### config.mk
export PLATFORM = sky130hd
export DESIGN_NAME = crsc_core_clock_ctrl
export DESIGN_NICKNAME = d
export VERILOG_FILES = /design/src/rtl/crsc_pkg.sv /design/src/rtl/crsc_sync2.sv /design/src/rtl/crsc_core_clock_ctrl.sv
export SDC_FILE = /design/constraint.sdc
export NUM_CORES = 1
export LEC_CHECK = 0
export ABC_AREA = 1
export BUFFER_PORTS_ARGS = -buffer_cell sky130_fd_sc_hd__buf_2
export CORE_ASPECT_RATIO = 1.5
export CORE_MARGIN = 1
export CORE_UTILIZATION = 50
export DETAILED_ROUTE_END_ITERATION = 6
export MAX_ROUTING_LAYER = met4
export PLACE_DENSITY = 0.81
export SKIP_LAST_GASP = 1
export SYNTH_ARGS = -nofsm -noshare
export SYNTH_HDL_FRONTEND = slang
export SYNTH_SLANG_ARGS = --single-unit
### constraint.sdc
create_clock -name clock_in -period 1.35 [get_ports clock_in]
set_input_delay 0.0675 -clock clock_in [delete_from_list [all_inputs] [get_ports clock_in]]
set_output_delay 0.0675 -clock clock_in [all_outputs]
set_load 0.02 [all_outputs]
### src/rtl/crsc_pkg.sv
/*
 * Shared types and constants for the core ratio and stop-clock control.
 * Assumes a single 100 MHz bus clock domain; no other surroundings.
 */
package crsc_pkg;

  // ****************************************************************
  // Ratio strap codes, upper bit is the high select strap
  // ****************************************************************
  localparam logic [1:0] RATIO_CODE_1_3 = 2'h1;
  localparam logic [1:0] RATIO_CODE_2_5 = 2'h0;
  localparam logic [1:0] RATIO_CODE_1_2 = 2'h2;
  localparam logic [1:0] RATIO_CODE_2_3 = 2'h3;
  localparam logic [1:0] RATIO_CODE_RESET = 2'h3;

  // Numerator and denominator of the bus/core ratio
  localparam logic [2:0] RATIO_NUM_ONE = 3'h1;
  localparam logic [2:0] RATIO_NUM_TWO = 3'h2;
  localparam logic [2:0] RATIO_DEN_TWO = 3'h2;
  localparam logic [2:0] RATIO_DEN_THREE = 3'h3;
  localparam logic [2:0] RATIO_DEN_FIVE = 3'h5;

  // Clocks after reset release before the synced straps are valid
  localparam logic [1:0] STRAP_SETTLE_CNT = 2'h2;

  // Length of the stop-grant acknowledge bus cycle in bus-ready clocks
  localparam logic [1:0] ACK_CYCLE_LEN = 2'h2;

  // ****************************************************************
  // Types
  // ****************************************************************
  typedef struct packed {
    logic [2:0] num;
    logic [2:0] den;
  } crsc_ratio_s;

  typedef struct packed {
    logic valid;
    logic hit;
    logic hit_modified;
  } crsc_snoop_s;

  typedef enum logic [2:0] {
    ST_RUN,
    ST_DRAIN,
    ST_IRQ,
    ST_ACK,
    ST_STOPPED
  } crsc_state_e;

endpackage : crsc_pkg

### src/rtl/crsc_sync2.sv
/*
 * Two-flop synchroniser for one asynchronous level.
 * Assumes the destination clock is the bus clock.
 */
`timescale 1ns/10ps
module crsc_sync2 #(
  parameter logic RESET_VAL = 1'b0
) (
  input wire logic clock_in,
  input wire logic reset_n_in,
  input wire logic async_in,
  output logic sync_out
);

  logic meta_ff;
  logic sync_ff;

  // First stage feeds only the second stage
  always_ff @(posedge clock_in or negedge reset_n_in) begin
    if (!reset_n_in) begin
      meta_ff <= RESET_VAL;
      sync_ff <= RESET_VAL;
    end else begin
      meta_ff <= async_in;
      sync_ff <= meta_ff;
    end
  end

  assign sync_out = sync_ff;

endmodule : crsc_sync2

### src/rtl/crsc_core_clock_ctrl.sv
/*
 * Core ratio capture and stop-clock sequencing for a processor core.
 * Assumes the halt request and ratio straps are asynchronous pins, while
 * the boundary, interrupt, bus and snoop signals are on the bus clock.
 */
`timescale 1ns/10ps

module crsc_core_clock_ctrl (
  input wire logic clock_in,
  input wire logic reset_n_in,
  input wire logic core_halt_request_n_in,
  input wire logic ratio_select_hi_in,
  input wire logic ratio_select_lo_in,
  input wire logic insn_boundary_in,
  input wire logic irq_pending_in,
  input wire logic irq_taken_in,
  input wire logic bus_idle_in,
  input wire logic bus_ready_in,
  input wire crsc_pkg::crsc_snoop_s snoop_in,
  output logic core_clock_enable_out,
  output logic execute_enable_out,
  output logic ack_cycle_out,
  output logic stopped_out,
  output logic [1:0] ratio_code_out,
  output crsc_pkg::crsc_ratio_s ratio_out,
  output crsc_pkg::crsc_snoop_s snoop_out
);

  // ****************************************************************
  // Pin synchronisers
  // ****************************************************************
  logic halt_req_n_sync;
  logic ratio_hi_sync;
  logic ratio_lo_sync;

  crsc_sync2 #(.RESET_VAL(1'b1)) u_sync_halt (
    .clock_in(clock_in),
    .reset_n_in(reset_n_in),
    .async_in(core_halt_request_n_in),
    .sync_out(halt_req_n_sync)
  );

  crsc_sync2 #(.RESET_VAL(1'b1)) u_sync_hi (
    .clock_in(clock_in),
    .reset_n_in(reset_n_in),
    .async_in(ratio_select_hi_in),
    .sync_out(ratio_hi_sync)
  );

  crsc_sync2 #(.RESET_VAL(1'b1)) u_sync_lo (
    .clock_in(clock_in),
    .reset_n_in(reset_n_in),
    .async_in(ratio_select_lo_in),
    .sync_out(ratio_lo_sync)
  );

  // ****************************************************************
  // Ratio strap capture
  // ****************************************************************
  // Capture waits for the synchroniser to fill after reset release, so
  // the straps must be stable for a few clocks around the release.
  logic [1:0] settle_ff;
  logic [1:0] nxt_settle;
  logic captured_ff;
  logic [1:0] ratio_code_ff;
  logic [1:0] nxt_ratio_code;
  logic capture_now;

  assign capture_now = !captured_ff &&
                       (settle_ff == crsc_pkg::STRAP_SETTLE_CNT);
  assign nxt_settle = capture_now ? settle_ff : settle_ff + 2'h1;
  assign nxt_ratio_code = capture_now ? {ratio_hi_sync, ratio_lo_sync}
                                      : ratio_code_ff;

  always_ff @(posedge clock_in or negedge reset_n_in) begin
    if (!reset_n_in) begin
      settle_ff <= 2'h0;
      captured_ff <= 1'b0;
      ratio_code_ff <= crsc_pkg::RATIO_CODE_RESET;
    end else begin
      settle_ff <= captured_ff ? settle_ff : nxt_settle;
      captured_ff <= captured_ff | capture_now;
      ratio_code_ff <= nxt_ratio_code;
    end
  end

  // Decode strap code into bus/core fraction; one driver per field wire
  logic [2:0] ratio_num;
  logic [2:0] ratio_den;
  crsc_pkg::crsc_ratio_s ratio_dec;
  assign ratio_num =
    (ratio_code_ff == crsc_pkg::RATIO_CODE_2_5 ||
     ratio_code_ff == crsc_pkg::RATIO_CODE_2_3) ?
    crsc_pkg::RATIO_NUM_TWO : crsc_pkg::RATIO_NUM_ONE;
  assign ratio_den =
    (ratio_code_ff == crsc_pkg::RATIO_CODE_1_3) ? crsc_pkg::RATIO_DEN_THREE :
    (ratio_code_ff == crsc_pkg::RATIO_CODE_2_5) ? crsc_pkg::RATIO_DEN_FIVE :
    (ratio_code_ff == crsc_pkg::RATIO_CODE_1_2) ? crsc_pkg::RATIO_DEN_TWO :
    crsc_pkg::RATIO_DEN_THREE;
  assign ratio_dec = '{num: ratio_num, den: ratio_den};

  crsc_pkg::crsc_ratio_s ratio_ff;

  always_ff @(posedge clock_in or negedge reset_n_in) begin
    if (!reset_n_in) begin
      ratio_ff <= '0;
    end else begin
      ratio_ff <= ratio_dec;
    end
  end

  // ****************************************************************
  // Stop-clock sequencer
  // ****************************************************************
  crsc_pkg::crsc_state_e state_ff;
  crsc_pkg::crsc_state_e nxt_state;
  logic [1:0] ack_cnt_ff;
  logic [1:0] nxt_ack_cnt;
  logic halt_req;

  assign halt_req = !halt_req_n_sync;

  // Next state; interrupt service precedes the boundary stop
  always_comb begin
    nxt_state = state_ff;
    nxt_ack_cnt = ack_cnt_ff;
    case (state_ff)
      crsc_pkg::ST_RUN: begin
        if (halt_req) begin
          nxt_state = crsc_pkg::ST_DRAIN;
        end
      end
      crsc_pkg::ST_DRAIN: begin
        if (!halt_req) begin
          nxt_state = crsc_pkg::ST_RUN;
        end else if (irq_pending_in) begin
          nxt_state = crsc_pkg::ST_IRQ;
        end else if (insn_boundary_in && bus_idle_in) begin
          nxt_state = crsc_pkg::ST_ACK;
          nxt_ack_cnt = 2'h0;
        end
      end
      crsc_pkg::ST_IRQ: begin
        // Execution continues until the interrupt is entered
        if (irq_taken_in) begin
          nxt_state = crsc_pkg::ST_DRAIN;
        end
      end
      crsc_pkg::ST_ACK: begin
        // Acknowledge cycle held until the bus completes it
        if (bus_ready_in) begin
          nxt_ack_cnt = ack_cnt_ff + 2'h1;
          if (nxt_ack_cnt == crsc_pkg::ACK_CYCLE_LEN) begin
            nxt_state = crsc_pkg::ST_STOPPED;
          end
        end
      end
      crsc_pkg::ST_STOPPED: begin
        if (!halt_req) begin
          nxt_state = crsc_pkg::ST_RUN;
        end
      end
      default: begin
        nxt_state = crsc_pkg::ST_RUN;
      end
    endcase
  end

  always_ff @(posedge clock_in or negedge reset_n_in) begin
    if (!reset_n_in) begin
      state_ff <= crsc_pkg::ST_RUN;
      ack_cnt_ff <= 2'h0;
    end else begin
      state_ff <= nxt_state;
      ack_cnt_ff <= nxt_ack_cnt;
    end
  end

  // ****************************************************************
  // Outputs
  // ****************************************************************
  logic exec_en_ff;
  logic ack_ff;
  logic stopped_ff;
  logic clk_en_ff;

  // Registered status; core clock gated only once fully stopped
  always_ff @(posedge clock_in or negedge reset_n_in) begin
    if (!reset_n_in) begin
      exec_en_ff <= 1'b1;
      ack_ff <= 1'b0;
      stopped_ff <= 1'b0;
      clk_en_ff <= 1'b1;
    end else begin
      exec_en_ff <= (nxt_state == crsc_pkg::ST_RUN) ||
                    (nxt_state == crsc_pkg::ST_DRAIN) ||
                    (nxt_state == crsc_pkg::ST_IRQ);
      ack_ff <= (nxt_state == crsc_pkg::ST_ACK);
      stopped_ff <= (nxt_state == crsc_pkg::ST_STOPPED);
      clk_en_ff <= (nxt_state != crsc_pkg::ST_STOPPED);
    end
  end

  // Snoop answers run on the bus clock, so they survive the core stop
  crsc_pkg::crsc_snoop_s snoop_ff;

  always_ff @(posedge clock_in or negedge reset_n_in) begin
    if (!reset_n_in) begin
      snoop_ff <= '0;
    end else begin
      snoop_ff <= snoop_in;
    end
  end

  assign core_clock_enable_out = clk_en_ff;
  assign execute_enable_out = exec_en_ff;
  assign ack_cycle_out = ack_ff;
  assign stopped_out = stopped_ff;
  assign ratio_code_out = ratio_code_ff;
  assign ratio_out = ratio_ff;
  assign snoop_out = snoop_ff;

endmodule : crsc_core_clock_ctrl

* Yosys cells after proc, flatten, opt, wreduce, memory -nomap -nowiden
Index checks and enable logic that the tools add are counted.
** Storage, ports and cells
- Register bits after elaboration :: 28
- Input bits :: 13
- Output and inout bits :: 15
- Logic and storage cells :: 73
** Cells by class
- Add/sub/neg operators :: 2
- Equal/unequal tests :: 18
- Muxes and demuxes :: 18
- Bitwise gates (word level) :: 3
- Reduce and logical (&&, ||, !) cells :: 12
** Operators by type and width (count)
- two-way mux 3 bit :: 10
- one-hot mux 3 bit (5 select lines) :: 1
- == test 3 x 2 -> 1 bit, second input constant :: 4
- two-way mux 2 bit :: 5
- == test 2 bit, second input constant :: 4
- inequality test 2 bit, second input constant :: 4
- == test 3 x 1 -> 1 bit, second input constant :: 2
- == test 3 bit, second input constant :: 2
- zero test 3 bit :: 2
- AND reduction 5 bit :: 1
- adder 2 x 1 -> 2 bit, second input constant :: 2
- one-hot mux 2 bit (2 select lines) :: 1
- logical OR 1 bit :: 3
- inequality test 3 bit, second input constant :: 1
- == test 2 x 1 -> 1 bit, second input constant :: 1
- logical AND 1 bit :: 2
- zero test 2 bit :: 1
- inverter 1 bit :: 2
- AND reduction 2 bit :: 1
- nonzero test 2 bit :: 1
- zero test 1 bit :: 1
- two-way mux 1 bit :: 1
- bitwise OR 1 bit :: 1

* Longest topological paths before layout
- Depth in word-level cells :: 8
- Mapped depth :: 9
- Depth with buffers taken out :: 9

* Hierarchy
From an unflattened synthesis, not the netlist that was laid out.
** Unflattened totals
- Cells, all modules :: 98
- Area total of the unflattened synthesis :: 1076.0 µm²
** Modules (own cells, without submodules)
- crsc_core_clock_ctrl :: times used 1, cells each 92, area each 918.4 µm², sequential area each 555.5 µm²
- crsc_sync2 :: times used 3, cells each 2, area each 52.6 µm², sequential area each 52.6 µm²

* Worst setup path after synthesis
No wires, ideal clock.
- Path kind :: register to register
- Start :: register ack_cnt_ff[0]
- End :: register ack_ff, in the netlist ack_cycle_out
- Setup time :: 63 ps
- Arrival :: 1036 ps
- Data required time :: 1287 ps
- Slack :: 251 ps
- Cell stages (with the launch flop) :: 9
- Path buffers :: 0
- Period minus slack after synthesis :: 1099 ps
- Cells stage by stage :: dfrtp_1 -> ha_1 -> nand2_1 -> clkinv_1 -> nor2_2 -> nor2_2 -> nand2_2 -> nand2_1 -> inv_1
** Between the ends
- Longest elaborated chain between the ends :: 6
** Ends and longest elaborated chain
- from (decl) :: RTL line crsc_core_clock_ctrl.sv:117 : logic [1:0] ack_cnt_ff;
- from (signal assigned) :: RTL line crsc_core_clock_ctrl.sv:175 : ack_cnt_ff <= nxt_ack_cnt;
- adder 2 x 1 -> 2 bit :: RTL line crsc_core_clock_ctrl.sv:152 : nxt_ack_cnt = ack_cnt_ff + 2'h1;
- == test 2 bit :: RTL line crsc_core_clock_ctrl.sv:153 : if (nxt_ack_cnt == crsc_pkg::ACK_CYCLE_LEN) begin
- two-way mux 3 bit :: RTL line crsc_core_clock_ctrl.sv:153
- two-way mux 3 bit :: RTL line crsc_core_clock_ctrl.sv:151 : if (bus_ready_in) begin
- one-hot mux 3 bit (5 select lines) :: RTL line crsc_core_clock_ctrl.sv:127 : case (state_ff)
- via nxt_state[1] :: RTL line crsc_core_clock_ctrl.sv:116 : crsc_pkg::crsc_state_e nxt_state;
- == test 3 x 2 -> 1 bit :: RTL line crsc_core_clock_ctrl.sv:198 : ack_ff <= (nxt_state == crsc_pkg::ST_ACK);
- to (signal assigned) :: RTL line crsc_core_clock_ctrl.sv:198
- to (decl) :: RTL line crsc_core_clock_ctrl.sv:183 : logic ack_ff;
The timed path passes the listed nets, and every way through them passes these cells.
A chain may end at the register's enable or synchronous reset.

* Final worst setup path
Ends and elaborated chain as after synthesis.

==> key figures <==
Timing
  • Fin crit share: 0.888
  • Fin crit period: 1.20 ns
  • Slew Viols, Final: 0
  • Final Hold Viols: 0
  • Worst rel slew slack: 0.617
  • Final Skew: 0.00323 ns
  • Setup WS post-layout: 0.152 ns
  • Least-Margin Pin Slew: 0.574 ns
  • Max frequency: 0.835 GHz
  • RSZ-0062 raised after global routing: no
  • Setup violations, final: 0
  • Final setup TNS: 0 ns

Power
  • Sequential power share: 0.496
  • PD cells: 1520 nW/um^2
  • Worst IR drop on VDD: 727 uV
  • Sw Pwr: 0.629 mW
  • Sw Share: 0.303
  • Internal power: 1.44 mW
  • Clock power share: 0.265
  • Comb power frac: 0.239
  • Leak Pwr: 0.716 nW

Route
  • Via/cell ratio: 4.75
  • Post-DRT Antenna Nets: 0
  • WL per Instance: 10.7 um
  • DR iter-0 viols: 9
  • Final WL: 1.68 mm
  • Remaining DRCs: 0
  • Routed vias: 745
  • Router iterations before antenna repair: 4

Final layout
  • Layout area overhead: 24.9%
  • Fin util: 0.666
  • Multi-input gate area: 302 um^2
  • Layout cells sized above 1: 0.400
  • Nets: 154
  • FF/Latch Area: 713 um^2
  • Fillcell total: 165
  • Diodes inserted: 0

Synthesis
  • Dominant cell type by area after synthesis: dfrtp_1
  • Synth unique cells: 20
  • Post-synthesis cell count: 99
  • Post-synthesis register bit count: 28
  • Syn. warnings: 0
  • Syn Nets: 117
  • Top cell type's share of synthesized area: 0.412
  • Synthesized cell area: 1090 um^2
  • Avg Cell Area, Syn: 11.0 um^2
  • Sequential area share after synthesis: 0.652
  • Area contributors post-synth: dfrtp_1, dfstp_2, ha_1

Worst setup path
  • Worst EP required: 1.65 ns
  • Startpoint class of the critical path: flop
  • CP max stage delay: 0.42 ns
  • Critical path type: reg -> reg
  • Maximum fanout along the worst path: 3
  • Critical Path Start: ack_cnt_ff[0]$_DFFE_PN0P_
  • FF-to-FF path depth: 8
  • R2r startpoint: ack_cnt_ff[0]$_DFFE_PN0P_
  • Worst R2R End: ack_cycle_out$_DFF_PN0_
  • Endpoint class of the critical path: flop
  • Worst path slowest cell: dfrtp_1
  • R2R Setup Slk: 0.15 ns
  • Critical Path AT: 1.49 ns
  • Crit path cell chain: ha_1 > nand2_1 > clkinv_1 > nor2_2 > nor2_2 > nand3_2 > nand2_1 > inv_1

Place
  • GPL Wtd Cong: 0.769
  • IO Port Bufs: 26
  • Worst slack, placed: 0.186 ns
  • HPWL Detailed: 1.20 mm

CTS
  • CTS tree: built
  • Clk_lat worst skew: 0.34 ns
  • Post-CTS Setup Bufs: 0
  • Clock sinks: 28
  • Clock transition at path regs: 0.14 ns
  • CTS H-tree lvls: 1
  • Root Driver: clkbuf_4
  • Max Root-Sink Buffers: 2
  • CTS buffer count: 3
  • Post_cts resized: 0

Min path
  • Hold Startpoint: irq_taken_in
  • Hold path depth: 4
  • Hold WC Path Type: in -> reg
  • Worst Hold End: state_ff[1]$_DFF_PN0_

Die
  • Core area: 2050 um^2
  • Die Height: 59.3 um
  • Total I/O pin count: 28
  • Die X: 40.2 um
  • # rows: 20
  • Starting Density: 0.533
  • Die area: 2380 um^2

GRT
  • Via count of the first global-routing pass: 708
  • Initial antenna violation count: 0
  • First-pass GRT wire length: 2.74 mm
  • Pin count of the biggest net entering global routing: 29
  • Tot GR Track Use: 0.176
  • GR Overflow Total: 0

Run status
  • Outcome: finished clean

Flow run
  • Number of max-cap violations: 0
## logic make-up (layout without fill, tap and decap cells)
kind of cell             count (synthesis)  in the layout  share of synthesized area
other                                    1              1                    0.00343
AND/OR/NAND/NOR                         37             37                      0.168
buffers and inverters                   20             56                     0.0721
adder cells (fa/ha/maj)                  5              5                     0.0572
AO/OA/AOI/OAI                            7              7                     0.0389
flip-flops                              28             28                      0.652
XOR/XNOR                                 1              1                    0.00801
## area by class of cell
class,count,share of cell area
well taps,22,0.0201
repair buffers,33,0.147
clock buffers,3,0.0165
flip-flops and latches,28,0.522
inverters,19,0.0522
clock inverters,1,0.0220
multi-input cells,51,0.221
## power groups by stage
stage | combinational [mW] | sequential [mW] | clock [mW]
detailed placement | 0.483 | 1.04 | 0
CTS | 0.499 | 1.03 | 0.557
global route | 0.561 | 1.04 | 0.586
global placement | 0.459 | 1.04 | 0
finish | 0.495 | 1.03 | 0.549
floorplan | 0.299 | 1.09 | 0
## layer usage
layer,share of wire,GRT usage,wire [um],vias up
met2,0.54,0.306,910,23
met1,0.38,0.170,642,351
met3,0.043,0.0226,73,5
li1,-,-,-,366
met4,0.033,0.114,56,0
met5,0,-,0,-
## layout by cell type (no fill, tap or decap)
cell type / n
buf_2: 26
dfrtp_1: 18
inv_1: 16
nand2_1: 16
dfstp_2: 10
nor2_1: 8
dlygate4sd3_1: 7
ha_1: 5
nand3_2: 4
nor2_2: 4
a21oi_1: 3
clkbuf_4: 3
inv_2: 2
nand2_2: 2
nand3_1: 2
o21ai_1: 2
clkinv_1: 1
a21oi_2: 1
o21ai_2: 1
xor2_1: 1
or2_0: 1
conb_1: 1
bufinv_16: 1
## worst max-delay path by stage
| stage | end | cells past startpoint |
|---|---|---|
| floorplan | ack_cycle_out$_DFF_PN0_ | 8 |
| global placement | ack_cycle_out$_DFF_PN0_ | 8 |
| detailed placement | ack_cycle_out$_DFF_PN0_ | 8 |
| CTS | ack_cycle_out$_DFF_PN0_ | 8 |
| global route | ack_cycle_out$_DFF_PN0_ | 8 |
| finish | ack_cycle_out$_DFF_PN0_ | 8 |
## synthesized netlist by cell type
| library cell | n |
|---|---|
| nand3_1 | 2 |
| dfstp_2 | 10 |
| xor2_1 | 1 |
| a21oi_1 | 3 |
| o21ai_1 | 2 |
| a21oi_2 | 1 |
| nand3_2 | 4 |
| nand2_2 | 2 |
| inv_2 | 2 |
| ha_1 | 5 |
| conb_1 | 1 |
| inv_1 | 16 |
| dfrtp_1 | 18 |
| nand2_1 | 16 |
| o21ai_2 | 1 |
| nor2_2 | 4 |
| or2_0 | 1 |
| buf_4 | 1 |
| clkinv_1 | 1 |
| nor2_1 | 8 |
## state kept, by name (all words and copies together), names as in the netlist
signal and count:
u_sync_lo.meta_ff 1, state_ff 3, ack_cnt_ff 2, captured_ff 1, execute_enable_out 1, u_sync_hi.meta_ff 1, snoop_out 3, ack_cycle_out 1
ratio_out 5, ratio_code_out 2, stopped_out 1, u_sync_halt.sync_out 1, core_clock_enable_out 1, u_sync_hi.sync_out 1, u_sync_halt.meta_ff 1, settle_ff 2
u_sync_lo.sync_out 1
## repair_timing
item / 4_1_cts / 5_1_grt
hold endpoints to repair: 24 / 0
hold buffers: 7 / 0
setup endpoints to repair: 0 / 0
## critical path, delay by kind of cell (launching register included)
| kind | cells | cell delay [ns] |
|---|---|---|
| adder cells (fa/ha/maj) | 1 | 0.20 |
| AND/OR/NAND/NOR | 5 | 0.42 |
| flip-flops | 1 | 0.42 |
| buffers and inverters | 2 | 0.12 |
## stage by stage
| step | power, mW | hold WS, ns | cell area [um^2] | instances |
|---|---|---|---|---|
| final | 2.07 | 0.0545 | 1370 | 157 |
| after floorplan | 1.39 | -0.228 | 1090 | 99 |
| after CTS | 2.08 | 0.0526 | 1370 | 157 |
| after global placement | 1.50 | 0.0865 | 1240 | 146 |
| after global routing | 2.19 | 0.0731 | 1370 | 157 |
| after detailed placement | 1.53 | 0.100 | 1240 | 146 |
Note: power is estimated with default switching activity, not from simulation.
